<file path="src/hdl/timer_defines.svh">
// register offsets, field positions and constants of the dual timer
`ifndef TIMER_DEFINES_SVH
`define TIMER_DEFINES_SVH

// ----------------------------------------
// register byte addresses
// ----------------------------------------
`define ADR_TA_LOW 8'h00
`define ADR_TA_HIGH 8'h04
`define ADR_TB_LOW 8'h08
`define ADR_TB_HIGH 8'h0c
`define ADR_TCTRL 8'h10
`define ADR_TMODE 8'h14
`define ADR_CLKCTL 8'h18
`define ADR_EXTCFG 8'h1c
`define ADR_IRQEN 8'h20
`define ADR_IRQSTAT 8'h24
`define ADR_IRQCLR 8'h28

// ----------------------------------------
// field positions
// ----------------------------------------
`define TC_RUN_A 4
`define TC_OVF_A 5
`define TC_RUN_B 6
`define TC_OVF_B 7
`define TM_MODE_A_LO 0
`define TM_MODE_A_HI 1
`define TM_CSEL_A 2
`define TM_GATE_A 3
`define TM_MODE_B_LO 4
`define TM_MODE_B_HI 5
`define TM_CSEL_B 6
`define TM_GATE_B 7
`define CK_SCALE_LO 0
`define CK_SCALE_HI 1
`define CK_CLKSEL_A 2
`define CK_CLKSEL_B 3
`define EC_POL_A 3
`define EC_POL_B 7
`define IRQ_A 0
`define IRQ_B 1

// ----------------------------------------
// prescaler scale codes and reload values (divisor minus one)
// ----------------------------------------
`define SCALE_DIV12 2'h0
`define SCALE_DIV4 2'h1
`define SCALE_DIV48 2'h2
`define RELOAD_DIV12 6'h0b
`define RELOAD_DIV4 6'h03
`define RELOAD_DIV48 6'h2f
`define RELOAD_DIV8 6'h07

// ----------------------------------------
// count constants
// ----------------------------------------
`define CNT13_ONES 13'h1fff
`define CNT13_ZERO 13'h0000
`define CNT13_INC 13'h0001
`define CNT16_ONES 16'hffff
`define CNT16_INC 16'h0001
`define LOW8_ONES 8'hff
`define LOW8_INC 8'h01

`endif

</file>
<file path="src/hdl/timer_pkg.sv">
// shared types of the dual timer
package timer_pkg;

  // primary operating modes selected by the mode_select_bits
  typedef enum logic [1:0] {
    MODE_13BIT = 2'b00,
    MODE_16BIT = 2'b01,
    MODE_RELOAD8 = 2'b10,
    MODE_HALTED = 2'b11
  } timer_mode_t;

endpackage

</file>
<file path="src/hdl/timer_unit.sv">
// one counter/timer channel: source select, gating and the byte pair
`timescale 1ns/1ps
`include "timer_defines.svh"
module timer_unit (
  // clock and reset
  input wire logic clk_in,
  input wire logic rst_b_in,
  // configuration
  input wire timer_pkg::timer_mode_t mode_in,
  input wire logic counter_select_in,
  input wire logic clock_select_in,
  input wire logic run_in,
  input wire logic gate_enable_in,
  input wire logic gate_polarity_in,
  // count sources and gate
  input wire logic prescale_tick_in,
  input wire logic count_pin_in,
  input wire logic gate_input_in,
  // byte writes from software
  input wire logic wr_low_in,
  input wire logic wr_high_in,
  input wire logic [7:0] wr_data_in,
  // state
  output logic [7:0] low_byte_out,
  output logic [7:0] high_byte_out,
  output logic count_step_out,
  output logic overflow_out
);
  import timer_pkg::*;

  logic pin_prev_q;
  logic [7:0] low_q;
  logic [7:0] low_d;
  logic [7:0] high_q;
  logic [7:0] high_d;
  logic pin_fell;
  logic gate_active;
  logic enabled;
  logic source_tick;
  logic [12:0] cnt13;
  logic [12:0] sum13;
  logic [15:0] sum16;
  logic ovf_d;

  // ----------------------------------------
  // count source and gating
  // ----------------------------------------
  // one stored sample makes every high-then-low pair count once only
  assign pin_fell = pin_prev_q & ~count_pin_in;
  assign gate_active = (gate_input_in == gate_polarity_in);
  assign enabled = run_in & (~gate_enable_in | gate_active);
  // pin edges, system clock or prescaled tick
  assign source_tick = counter_select_in ? pin_fell : (clock_select_in ? 1'b1 : prescale_tick_in);
  // the split mode is not built here; a timer in it holds its count
  assign count_step_out = enabled & source_tick & (mode_in != MODE_HALTED);

  assign cnt13 = {high_q, low_q[4:0]};
  assign sum13 = cnt13 + `CNT13_INC;
  assign sum16 = {high_q, low_q} + `CNT16_INC;

  // ----------------------------------------
  // next count; a byte write wins over a step in the same cycle
  // ----------------------------------------
  always_comb begin
    low_d = low_q;
    high_d = high_q;
    ovf_d = 1'b0;
    if (count_step_out) begin
      unique case (mode_in)
        MODE_13BIT: begin
          // bits 7..5 of the low byte are left as they stand
          high_d = sum13[12:5];
          low_d[4:0] = sum13[4:0];
          ovf_d = (cnt13 == `CNT13_ONES);
        end
        MODE_16BIT: begin
          {high_d, low_d} = sum16;
          ovf_d = ({high_q, low_q} == `CNT16_ONES);
        end
        MODE_RELOAD8: begin
          low_d = (low_q == `LOW8_ONES) ? high_q : low_q + `LOW8_INC;
          ovf_d = (low_q == `LOW8_ONES);
        end
        MODE_HALTED: begin
          ovf_d = 1'b0;
        end
      endcase
    end
    if (wr_low_in) begin
      low_d = wr_data_in;
    end
    if (wr_high_in) begin
      high_d = wr_data_in;
    end
  end

  // ----------------------------------------
  // state registers; run never clears the count
  // ----------------------------------------
  always_ff @(posedge clk_in or negedge rst_b_in) begin
    if (!rst_b_in) begin
      pin_prev_q <= 1'b0;
      low_q <= 8'h00;
      high_q <= 8'h00;
    end else begin
      pin_prev_q <= count_pin_in;
      low_q <= low_d;
      high_q <= high_d;
    end
  end

  assign low_byte_out = low_q;
  assign high_byte_out = high_q;
  assign overflow_out = ovf_d;

endmodule // timer_unit

</file>
<file path="src/hdl/dual_timer.sv">
// two counter/timers behind a classic wishbone slave with interrupt
//
// The register addresses and the Wishbone interface to the registers were chosen for this implementation.
`timescale 1ns/1ps
`include "timer_defines.svh"
module dual_timer (
  // clock and reset
  input wire logic clk_in,
  input wire logic rst_b_in,
  // wishbone slave
  input wire logic wb_cyc_in,
  input wire logic wb_stb_in,
  input wire logic wb_we_in,
  input wire logic [7:0] wb_adr_in,
  input wire logic [3:0] wb_sel_in,
  input wire logic [31:0] wb_dat_in,
  output logic [31:0] wb_dat_out,
  output logic wb_ack_out,
  // timer pins
  input wire logic timer_a_count_pin_in,
  input wire logic timer_b_count_pin_in,
  input wire logic gate_input_a_in,
  input wire logic gate_input_b_in,
  // interrupt
  output logic irq_out
);
  import timer_pkg::*;

  // ----------------------------------------
  // declarations
  // ----------------------------------------
  logic ack_q;
  logic [31:0] dat_q;
  logic timer_a_run_q;
  logic timer_b_run_q;
  logic [7:0] timer_mode_reg_q;
  logic [7:0] clock_control_reg_q;
  logic [7:0] ext_irq_config_reg_q;
  logic [1:0] interrupt_enable_reg_q;
  logic [1:0] irq_status_q;
  logic [1:0] irq_status_d;
  logic [5:0] prescale_q;
  logic [5:0] prescale_reload;
  logic prescale_tick;
  logic bus_req;
  logic bus_wr;
  logic hit_ta_lo;
  logic hit_ta_hi;
  logic hit_tb_lo;
  logic hit_tb_hi;
  logic hit_tctrl;
  logic hit_tmode;
  logic hit_clkctl;
  logic hit_extcfg;
  logic hit_irqen;
  logic hit_irqstat;
  logic hit_irqclr;
  logic [7:0] rd_byte;
  logic [7:0] timer_control_reg;
  logic [1:0] clear_mask;
  logic [1:0] overflow_set;
  logic [7:0] timer_a_low_byte;
  logic [7:0] timer_a_high_byte;
  logic [7:0] timer_b_low_byte;
  logic [7:0] timer_b_high_byte;
  logic step_a;
  logic step_b;
  logic timer_a_overflow_flag;
  logic timer_b_overflow_flag;
  logic wr_ta_lo;
  logic wr_ta_hi;
  logic wr_tb_lo;
  logic wr_tb_hi;

  // ----------------------------------------
  // wishbone decode
  // ----------------------------------------
  // writes land at the edge that samples ack, so the master sees them then
  assign bus_req = wb_cyc_in & wb_stb_in;
  assign bus_wr = bus_req & wb_we_in & ack_q & wb_sel_in[0];
  assign hit_ta_lo = (wb_adr_in == `ADR_TA_LOW);
  assign hit_ta_hi = (wb_adr_in == `ADR_TA_HIGH);
  assign hit_tb_lo = (wb_adr_in == `ADR_TB_LOW);
  assign hit_tb_hi = (wb_adr_in == `ADR_TB_HIGH);
  assign hit_tctrl = (wb_adr_in == `ADR_TCTRL);
  assign hit_tmode = (wb_adr_in == `ADR_TMODE);
  assign hit_clkctl = (wb_adr_in == `ADR_CLKCTL);
  assign hit_extcfg = (wb_adr_in == `ADR_EXTCFG);
  assign hit_irqen = (wb_adr_in == `ADR_IRQEN);
  assign hit_irqstat = (wb_adr_in == `ADR_IRQSTAT);
  assign hit_irqclr = (wb_adr_in == `ADR_IRQCLR);
  assign wr_ta_lo = bus_wr & hit_ta_lo;
  assign wr_ta_hi = bus_wr & hit_ta_hi;
  assign wr_tb_lo = bus_wr & hit_tb_lo;
  assign wr_tb_hi = bus_wr & hit_tb_hi;

  // overflow flags shown in the control register beside the run bits
  assign timer_control_reg = {timer_b_overflow_flag, timer_b_run_q, timer_a_overflow_flag, timer_a_run_q, 4'h0};

  // read selection; the clear register and unmapped words read zero
  assign rd_byte = hit_ta_lo ? timer_a_low_byte :
                   hit_ta_hi ? timer_a_high_byte :
                   hit_tb_lo ? timer_b_low_byte :
                   hit_tb_hi ? timer_b_high_byte :
                   hit_tctrl ? timer_control_reg :
                   hit_tmode ? timer_mode_reg_q :
                   hit_clkctl ? clock_control_reg_q :
                   hit_extcfg ? ext_irq_config_reg_q :
                   hit_irqen ? {6'h00, interrupt_enable_reg_q} :
                   hit_irqstat ? {6'h00, irq_status_q} : 8'h00;

  // one wait state: ack rises a cycle after the request and drops after one
  always_ff @(posedge clk_in or negedge rst_b_in) begin
    if (!rst_b_in) begin
      ack_q <= 1'b0;
      dat_q <= 32'h0000_0000;
    end else begin
      ack_q <= bus_req & ~ack_q;
      if (bus_req & ~ack_q) begin
        dat_q <= {24'h00_0000, rd_byte};
      end
    end
  end

  assign wb_ack_out = ack_q;
  assign wb_dat_out = dat_q;

  // ----------------------------------------
  // control registers
  // ----------------------------------------
  always_ff @(posedge clk_in or negedge rst_b_in) begin
    if (!rst_b_in) begin
      timer_a_run_q <= 1'b0;
      timer_b_run_q <= 1'b0;
      timer_mode_reg_q <= 8'h00;
      clock_control_reg_q <= 8'h00;
      ext_irq_config_reg_q <= 8'h00;
      interrupt_enable_reg_q <= 2'h0;
    end else if (bus_wr) begin
      if (hit_tctrl) begin
        // flag bits here are read-only; they clear through the clear word
        timer_a_run_q <= wb_dat_in[`TC_RUN_A];
        timer_b_run_q <= wb_dat_in[`TC_RUN_B];
      end
      if (hit_tmode) begin
        timer_mode_reg_q <= wb_dat_in[7:0];
      end
      if (hit_clkctl) begin
        clock_control_reg_q <= wb_dat_in[7:0];
      end
      if (hit_extcfg) begin
        ext_irq_config_reg_q <= wb_dat_in[7:0];
      end
      if (hit_irqen) begin
        interrupt_enable_reg_q <= wb_dat_in[1:0];
      end
    end
  end

  // ----------------------------------------
  // shared prescaler
  // ----------------------------------------
  assign prescale_reload =
    (clock_control_reg_q[`CK_SCALE_HI:`CK_SCALE_LO] == `SCALE_DIV12) ? `RELOAD_DIV12 :
    (clock_control_reg_q[`CK_SCALE_HI:`CK_SCALE_LO] == `SCALE_DIV4) ? `RELOAD_DIV4 :
    (clock_control_reg_q[`CK_SCALE_HI:`CK_SCALE_LO] == `SCALE_DIV48) ? `RELOAD_DIV48 : `RELOAD_DIV8;
  assign prescale_tick = (prescale_q == 6'h00);

  // free running; a new scale takes effect at the next terminal count
  always_ff @(posedge clk_in or negedge rst_b_in) begin
    if (!rst_b_in) begin
      prescale_q <= 6'h00;
    end else begin
      prescale_q <= prescale_tick ? prescale_reload : prescale_q - 6'h01;
    end
  end

  // ----------------------------------------
  // the two timers, each with its own bits and pins
  // ----------------------------------------
  timer_unit u_timer_a (
    .clk_in(clk_in),
    .rst_b_in(rst_b_in),
    .mode_in(timer_mode_t'(timer_mode_reg_q[`TM_MODE_A_HI:`TM_MODE_A_LO])),
    .counter_select_in(timer_mode_reg_q[`TM_CSEL_A]),
    .clock_select_in(clock_control_reg_q[`CK_CLKSEL_A]),
    .run_in(timer_a_run_q),
    .gate_enable_in(timer_mode_reg_q[`TM_GATE_A]),
    .gate_polarity_in(ext_irq_config_reg_q[`EC_POL_A]),
    .prescale_tick_in(prescale_tick),
    .count_pin_in(timer_a_count_pin_in),
    .gate_input_in(gate_input_a_in),
    .wr_low_in(wr_ta_lo),
    .wr_high_in(wr_ta_hi),
    .wr_data_in(wb_dat_in[7:0]),
    .low_byte_out(timer_a_low_byte),
    .high_byte_out(timer_a_high_byte),
    .count_step_out(step_a),
    .overflow_out(overflow_set[`IRQ_A])
  );

  timer_unit u_timer_b (
    .clk_in(clk_in),
    .rst_b_in(rst_b_in),
    .mode_in(timer_mode_t'(timer_mode_reg_q[`TM_MODE_B_HI:`TM_MODE_B_LO])),
    .counter_select_in(timer_mode_reg_q[`TM_CSEL_B]),
    .clock_select_in(clock_control_reg_q[`CK_CLKSEL_B]),
    .run_in(timer_b_run_q),
    .gate_enable_in(timer_mode_reg_q[`TM_GATE_B]),
    .gate_polarity_in(ext_irq_config_reg_q[`EC_POL_B]),
    .prescale_tick_in(prescale_tick),
    .count_pin_in(timer_b_count_pin_in),
    .gate_input_in(gate_input_b_in),
    .wr_low_in(wr_tb_lo),
    .wr_high_in(wr_tb_hi),
    .wr_data_in(wb_dat_in[7:0]),
    .low_byte_out(timer_b_low_byte),
    .high_byte_out(timer_b_high_byte),
    .count_step_out(step_b),
    .overflow_out(overflow_set[`IRQ_B])
  );

  // ----------------------------------------
  // sticky overflow flags and interrupt
  // ----------------------------------------
  // a wrap in the same cycle as its clear keeps the flag set
  assign clear_mask = (bus_wr & hit_irqclr) ? wb_dat_in[1:0] : 2'h0;
  assign irq_status_d = (irq_status_q & ~clear_mask) | overflow_set;

  always_ff @(posedge clk_in or negedge rst_b_in) begin
    if (!rst_b_in) begin
      irq_status_q <= 2'h0;
    end else begin
      irq_status_q <= irq_status_d;
    end
  end

  assign timer_a_overflow_flag = irq_status_q[`IRQ_A];
  assign timer_b_overflow_flag = irq_status_q[`IRQ_B];
  assign irq_out = |(irq_status_q & interrupt_enable_reg_q);

  logic [12:0] cnt_a;
  logic [12:0] cnt_b;
  logic pin_a_prev_q;
  assign cnt_a = {timer_a_high_byte, timer_a_low_byte[4:0]};
  assign cnt_b = {timer_b_high_byte, timer_b_low_byte[4:0]};

  // helper sample of the count pin for the edge check
  always_ff @(posedge clk_in or negedge rst_b_in) begin
    if (!rst_b_in) begin
      pin_a_prev_q <= 1'b0;
    end else begin
      pin_a_prev_q <= timer_a_count_pin_in;
    end
  end
endmodule // dual_timer

</file>
<file path="config.mk">
export PLATFORM = sky130hd
export DESIGN_NAME = dual_timer
export DESIGN_NICKNAME = d
export VERILOG_FILES = /design/src/hdl/timer_pkg.sv /design/src/hdl/timer_unit.sv /design/src/hdl/dual_timer.sv
export VERILOG_INCLUDE_DIRS = /design/src /design/src/hdl
export SDC_FILE = /design/constraint.sdc
export NUM_CORES = 1
export LEC_CHECK = 0
export BUFFER_PORTS_ARGS = -buffer_cell sky130_fd_sc_hd__buf_4
export CAP_MARGIN = 20
export CORE_MARGIN = 3
export CORE_UTILIZATION = 52
export CTS_CLUSTER_SIZE = 14
export DETAILED_ROUTE_END_ITERATION = 8
export PLACE_DENSITY = 0.86
export SLEW_MARGIN = 20
export SYNTH_ARGS = -nofsm -noshare
export SYNTH_HDL_FRONTEND = slang
export SYNTH_HIERARCHICAL = 1
export SYNTH_SLANG_ARGS = --single-unit
</file>
<file path="constraint.sdc">
create_clock -name clk_in -period 2.25 [get_ports clk_in]
set_clock_uncertainty 0.15 [all_clocks]
set_input_delay 0.45 -clock clk_in [delete_from_list [all_inputs] [get_ports clk_in]]
set_output_delay 0.45 -clock clk_in [all_outputs]
set_load 0.05 [all_outputs]
</file>
==> flow_metrics.env, run 1 <==
export IMPL_status="complete, but fails checks"
export IMPL_violations="setup timing"
export IMPL_yosysTopAreaCellShare_pct=36.4
export IMPL_crit_path_end="u_timer_a/high_byte_out[7]"
export IMPL_fp_row_count=36
export IMPL_clkTransAtPathRegs_ns=0.09
export IMPL_dp_cells=822
export IMPL_antenna_found_initial=0
export IMPL_cp_max_fo=4
export IMPL_worstReg2RegEnd="u_timer_a/high_byte_out[7]"
export IMPL_area_growth_synth_to_final_pct=29.3
export IMPL_drtIter0Drc=558
export IMPL_grt_pass1_wl_mm=27.4
export IMPL_synth_top_area_cell="dfrtp_1"
export IMPL_cts_sinks=79
export IMPL_r2r_start="timer_mode_reg_q[1]"
export IMPL_yosys_warnings=6
export IMPL_gp_congestion=0.974
export IMPL_peakVddDrop_mv=0.290
export IMPL_initial_core_util_pct=54.5
export IMPL_synth_area_leaders="dfrtp_1 36%, mux2_2 5.8%, nand2_1 4.3%"
export IMPL_clk_latency_ns=0.37
export IMPL_cts_root_buf="clkbuf_8"
export IMPL_wl_per_cell_um=20.9
export IMPL_cts_buffer_depth=2
export IMPL_total_power_w=0.00309
export IMPL_synth_enable_flop_cells=0
export IMPL_period_needed_ns=2.44
export IMPL_core_area_um2=9950
export IMPL_ys_seq_elements=79
export IMPL_cp_arrival_ns=2.53
export IMPL_num_vias=5434
export IMPL_fmax_ghz=0.410
export IMPL_routed_wirelength_mm=17.8
export IMPL_drive_gt1_share_pct=35.6
export IMPL_ys_seq_area_share_pct=36.4
export IMPL_cts_buffers=9
export IMPL_worst_setup_path_start_kind="register"
export IMPL_die_w_um=108
export IMPL_min_path_type="input pin to register"
export IMPL_dpl_worst_slack_ns=-0.179
export IMPL_tritoncts="yes"
export IMPL_critical_path_class="register to register"
export IMPL_finalNonFillerCells=854
export IMPL_crit_required_ns=2.34
export IMPL_p_leak_nw=3.24
export IMPL_dr_pass1_iters=5
export IMPL_final_antenna_net_count=0
export IMPL_gr_usage_all_layers_pct=30.4
export IMPL_fillers=709
export IMPL_critPathCaptureType="register"
export IMPL_grt_max_degree=39
export IMPL_grt_pass1_vias=5183
export IMPL_place_area_um2=6420
export IMPL_syn_area_um2=5430
export IMPL_finalWorstSetupSlack_ns=-0.191
export IMPL_async_flop_share_pct=100
export IMPL_rsz0062_at_grt="true"
export IMPL_reg2reg_depth=7
export IMPL_syn_inst=590
export IMPL_r2r_setup_slack_ns=-0.19
export IMPL_cts_htree_levels=3
export IMPL_synth_distinct_cells=65
export IMPL_layout_nets=781
export IMPL_ios=87
export IMPL_slew_headroom_pct=61.1
export IMPL_finalSetupViolCount=18
export IMPL_crit_start="timer_mode_reg_q[1]"
export IMPL_postLayoutCellArea_um2=7020
export IMPL_syn_avg_cell_area_um2=9.20
export IMPL_remaining_drc_errors=0
export IMPL_hold_violations=0
export IMPL_period_share_pct=108
export IMPL_die_area_um2=11700
export IMPL_slew_viol_final=0
export IMPL_setup_tns_ns=-1.57
export IMPL_die_h_um=108
export IMPL_grt_ovfl_total=0
export IMPL_tightest_slew_ns=0.583
export IMPL_power_density_nw_per_um2=440
export IMPL_dp_hpwl_mm=12.8
export IMPL_synth_ff_type="dfrtp_1"
export IMPL_maxCapViolCount=0
export IMPL_viasPerCell=6.36
export IMPL_io_buffers=35
export IMPL_n_antenna_cell=0
[timing repair]
action                                 CTS  global route
endpoints found under the hold margin   17             0
setup buffers                           13             4
setup endpoints to repair               21            29
hold buffers                             1             0
pin swaps                               23            33
gates resized for setup                 24            38
[logic make-up (layout without fill, tap and decap cells)]
kind of cell	count (synthesis)	after routing	share of synthesized area [%]
AO/OA/AOI/OAI	141	141	18.6
XOR/XNOR	17	17	2.74
multiplexers	56	56	12.4
AND/OR/NAND/NOR	215	215	20.1
buffers and inverters	69	177	6.89
flip-flops	79	79	36.4
adder cells (fa/ha/maj)	12	12	2.77
other	1	24	0.0691
[per-layer routing]
layer	up-vias	GRT usage (%)	wire length, um
met2	347	48.2	8300
met1	2629	40.0	7060
met3	72	7.88	1770
met4	0	11.7	715
met5	-	0	0
li1	2386	-	-
[synth_stat cells, types with 9 or more instances]
cell type,number
a31oi_1,9
clkbuf_1,11
inv_1,20
dfrtp_1,79
a211oi_1,9
a21oi_1,18
ha_1,12
nor2_1,46
buf_4,26
mux2i_1,17
o21ai_0,30
nor3_1,12
xnor2_1,11
mux2_2,28
o31ai_1,14
or3_1,12
nand4_1,10
nand2_1,62
nand3_1,15
[where the power goes]
| group | total (W) | internal (W) | switching, W | leakage [nW] |
|---|---|---|---|---|
| Clock | 0.00122 | 0.000658 | 0.000562 | 0.113 |
| Sequential | 0.00145 | 0.00144 | 0.0000148 | 0.996 |
| Combinational | 0.000414 | 0.000130 | 0.000284 | 2.13 |
[metrics by stage]
stage / hold WS, ns / utilization (%)
detailed placement: 0.199 / 64.5
floorplan: 0.00441 / -
CTS: 0.0320 / 68.8
global route: 0.0377 / 70.5
finish: 0.0404 / 70.5
global placement: 0.193 / 64.5
[worst max-delay path, cell delays in order (launching register included)]
cell      delay [ns]
dfrtp_1         0.41
inv_2           0.08
ha_4            0.13
nand4_1         0.17
or4_4           0.58
a211oi_4        0.32
nor2_1          0.10
or3_1           0.38
[cells in the final DEF (no fill, tap or decap), types with 8 or more instances in the layout]
cell and count:
clkbuf_8 10, nand4_1 10, xnor2_1 8, nand2_1 58, nor2_1 44, o21ai_0 18
o31ai_1 14, a31oi_1 9, nor3_1 8, o21ai_1 14, nand3_1 15, conb_1 24
mux2_2 26, mux2i_1 17, dfrtp_1 78, mux2_4 10, buf_4 131, or3_1 9
ha_1 9, inv_1 15, a21oi_1 18
[state kept, by name, summed over array words and instances (netlist names)]
name / count
u_timer_a/pin_prev_q: 1
wb_ack_out: 1
wb_dat_out: 8
clock_control_reg_q: 8
u_timer_b/pin_prev_q: 1
interrupt_enable_reg_q: 2
irq_status_q: 2
u_timer_b/low_byte_out: 8
u_timer_a/low_byte_out: 8
u_timer_b/high_byte_out: 8
timer_mode_reg_q: 8
u_timer_a/high_byte_out: 8
timer_a_run_q: 1
prescale_q: 6
ext_irq_config_reg_q: 8
timer_b_run_q: 1
[how the worst min path moves through the flow]
stage	startpoint	to	slack, ns	cells past startpoint
after floorplan	rst_b_in	clock_control_reg_q[0]	0.004	0
after global placement	rst_b_in	u_timer_b/low_byte_out[1]	0.19	1
after detailed placement	rst_b_in	u_timer_b/low_byte_out[1]	0.20	1
after CTS	timer_b_count_pin_in	u_timer_b/pin_prev_q	0.03	1
after global routing	timer_a_count_pin_in	u_timer_a/pin_prev_q	0.04	1
final	timer_b_count_pin_in	u_timer_b/pin_prev_q	0.04	1
[final cells by class]
| class | count | area, um^2 | share of cell area, % |
|---|---|---|---|
| Clock buffer | 11 | 141 | 2.01 |
| Inverter | 21 | 80.1 | 1.14 |
| Multi-Input combinational cell | 465 | 3470 | 49.4 |
| Timing Repair Buffer | 140 | 1100 | 15.7 |
| Clock inverter | 5 | 82.6 | 1.18 |
| Tap cell | 133 | 166 | 2.37 |
| Sequential cell | 79 | 1980 | 28.2 |
Power figures use the tool's default switching activity.
==> run 2, diff against run 1 <==
- SKIP_CTS_REPAIR_TIMING: default -> 1
==> flow_metrics.env, run 2 (same netlist as run 1, synthesis figures left out) <==
export IMPL_status="complete, but fails checks"
export IMPL_violations="setup timing"
export IMPL_hold_end="u_timer_b/pin_prev_q"
export IMPL_grt_max_degree=39
export IMPL_die_w_um=108
export IMPL_die_h_um=108
export IMPL_slew_viol_final=0
export IMPL_worst_setup_path_start_kind="register"
export IMPL_hold_violations=0
export IMPL_final_common_cell="buf_4"
export IMPL_viasPerCell=6.37
export IMPL_reg2reg_depth=7
export IMPL_hold_start="timer_b_count_pin_in"
export IMPL_cts_root_buf="clkbuf_8"
export IMPL_path_buf_inv=1
export IMPL_cts_htree_levels=3
export IMPL_tritoncts="yes"
export IMPL_p_comb_share_pct=13.4
export IMPL_fin_util_pct=70.0
export IMPL_slew_headroom_pct=62.9
export IMPL_swShare_pct=27.9
export IMPL_dr_pass1_iters=7
export IMPL_period_share_pct=110
export IMPL_fp_row_count=36
export IMPL_tightest_slew_ns=0.557
export IMPL_cts_buffers=9
export IMPL_clk_latency_ns=0.37
export IMPL_cp_top_family="simple AND/OR/NAND/NOR gates"
export IMPL_critPathCaptureType="register"
export IMPL_cp_max_fo=4
export IMPL_postLayoutCellArea_um2=6970
export IMPL_drtIter0Drc=530
export IMPL_clkTransAtPathRegs_ns=0.09
export IMPL_p_clk_share_pct=39.6
export IMPL_final_antenna_net_count=0
export IMPL_drive_gt1_share_pct=34.9
export IMPL_crit_start="timer_mode_reg_q[1]"
export IMPL_seq_power_share_pct=47.1
export IMPL_crit_required_ns=2.34
export IMPL_remaining_drc_errors=0
export IMPL_cp_arrival_ns=2.57
export IMPL_ios=87
export IMPL_cts_buffer_depth=2
export IMPL_die_area_um2=11700
export IMPL_dpl_worst_slack_ns=-0.179
export IMPL_wl_per_cell_um=20.8
export IMPL_intPower_w=0.00223
export IMPL_maxCapViolCount=0
export IMPL_switching_power_w=0.000862
export IMPL_critical_path_class="register to register"
export IMPL_num_vias=5434
export IMPL_core_area_um2=9950
export IMPL_fmax_ghz=0.404
export IMPL_fillers=730
export IMPL_n_antenna_cell=0
export IMPL_grt_pass1_vias=5039
export IMPL_crit_path_max_incr_delay_ns=0.62
export IMPL_power_density_nw_per_um2=443
export IMPL_cp_cell_sequence="inv_2 > ha_4 > nand4_1 > or4_4 > a211oi_4 > nor2_1 > or3_1"
export IMPL_worstReg2RegEnd="u_timer_a/high_byte_out[7]"
export IMPL_gr_usage_all_layers_pct=29.2
export IMPL_dp_hpwl_mm=12.8
export IMPL_rsz0062_at_grt="true"
export IMPL_area_growth_synth_to_final_pct=28.4
export IMPL_initial_core_util_pct=54.5
export IMPL_io_buffers=35
export IMPL_hold_path_cell_count=1
export IMPL_gp_congestion=0.974
export IMPL_p_leak_nw=3.23
export IMPL_antenna_found_initial=0
export IMPL_layout_nets=780
export IMPL_routed_wirelength_mm=17.7
export IMPL_finalWorstSetupSlack_ns=-0.227
export IMPL_slowest_stage="or4_4"
export IMPL_cts_sinks=79
export IMPL_r2r_start="timer_mode_reg_q[1]"
export IMPL_finalSetupViolCount=17
export IMPL_min_path_type="input pin to register"
export IMPL_grt_pass1_wl_mm=26.2
export IMPL_final_cell_mix="129 x buf_4, 78 x dfrtp_1, 59 x nand2_1, 44 x nor2_1, 26 x mux2_2"
export IMPL_place_area_um2=6420
export IMPL_r2r_setup_slack_ns=-0.23
export IMPL_grt_ovfl_total=0
export IMPL_peakVddDrop_mv=0.284
export IMPL_period_needed_ns=2.48
export IMPL_total_power_w=0.00309
## run 2: cell count changes in the layout (fill, tap and decap cells not counted), sizes merged
cell  previous run  this run
buf            139       138
## run 2: area by class of cell
| type | instances | area, um^2 | area share [%] |
|---|---|---|---|
| Multi-Input combinational cell | 465 | 3420 | 49.0 |
| Sequential cell | 79 | 1980 | 28.4 |
| Timing Repair Buffer | 139 | 1110 | 15.9 |
| Tap cell | 133 | 166 | 2.39 |
| Clock buffer | 11 | 141 | 2.03 |
| Clock inverter | 5 | 82.6 | 1.18 |
| Inverter | 21 | 80.1 | 1.15 |
## run 2: power by group through the flow
stage	registers [W]	clock network [W]	logic (W)
2_1_floorplan	0.00150	0	0.000224
3_3_place_gp	0.00148	0	0.000388
3_5_place_dp	0.00148	0	0.000401
4_1_cts	0.00145	0.00122	0.000403
5_1_grt	0.00146	0.00128	0.000438
6_report	0.00145	0.00122	0.000413
## run 2: routing by layer
metal | GRT usage (%) | part of all wire (%) | wire, um | up-vias
met5 | 0 | 0 | 0 | -
met4 | 10.7 | 4.3 | 760 | 0
met3 | 7.10 | 10 | 1770 | 83
met2 | 46.5 | 46 | 8100 | 369
met1 | 38.9 | 40 | 7080 | 2603
li1 | - | - | - | 2379
## run 2: worst max-delay path by stage
stage	endpoint	slack (ns)	depth (start not counted)
finish	u_timer_a/high_byte_out[7]	-0.23	7
global route	u_timer_b/high_byte_out[7]	-0.27	10
CTS	u_timer_a/high_byte_out[7]	-0.19	7
detailed placement	u_timer_b/high_byte_out[7]	-0.18	9
global placement	u_timer_a/low_byte_out[3]	-0.11	9
floorplan	u_timer_a/high_byte_out[7]	-0.09	10
## run 2: worst reg2reg max path, cell delays in order (launching register included)
cell and delay (ns):
dfrtp_1 0.41, inv_2 0.08, ha_4 0.13, nand4_1 0.15
or4_4 0.62, a211oi_4 0.36, nor2_1 0.10, or3_1 0.36
## run 2: per-stage QoR
stage | std cells | TNS, ns | hold WS [ns]
after global placement | 822 | -0.534 | 0.193
after CTS | 838 | -1.68 | -0.197
final | 853 | -1.61 | 0.0374
after floorplan | 613 | -0.198 | 0.00441
after global routing | 853 | -3.57 | 0.0388
after detailed placement | 822 | -1.55 | 0.199
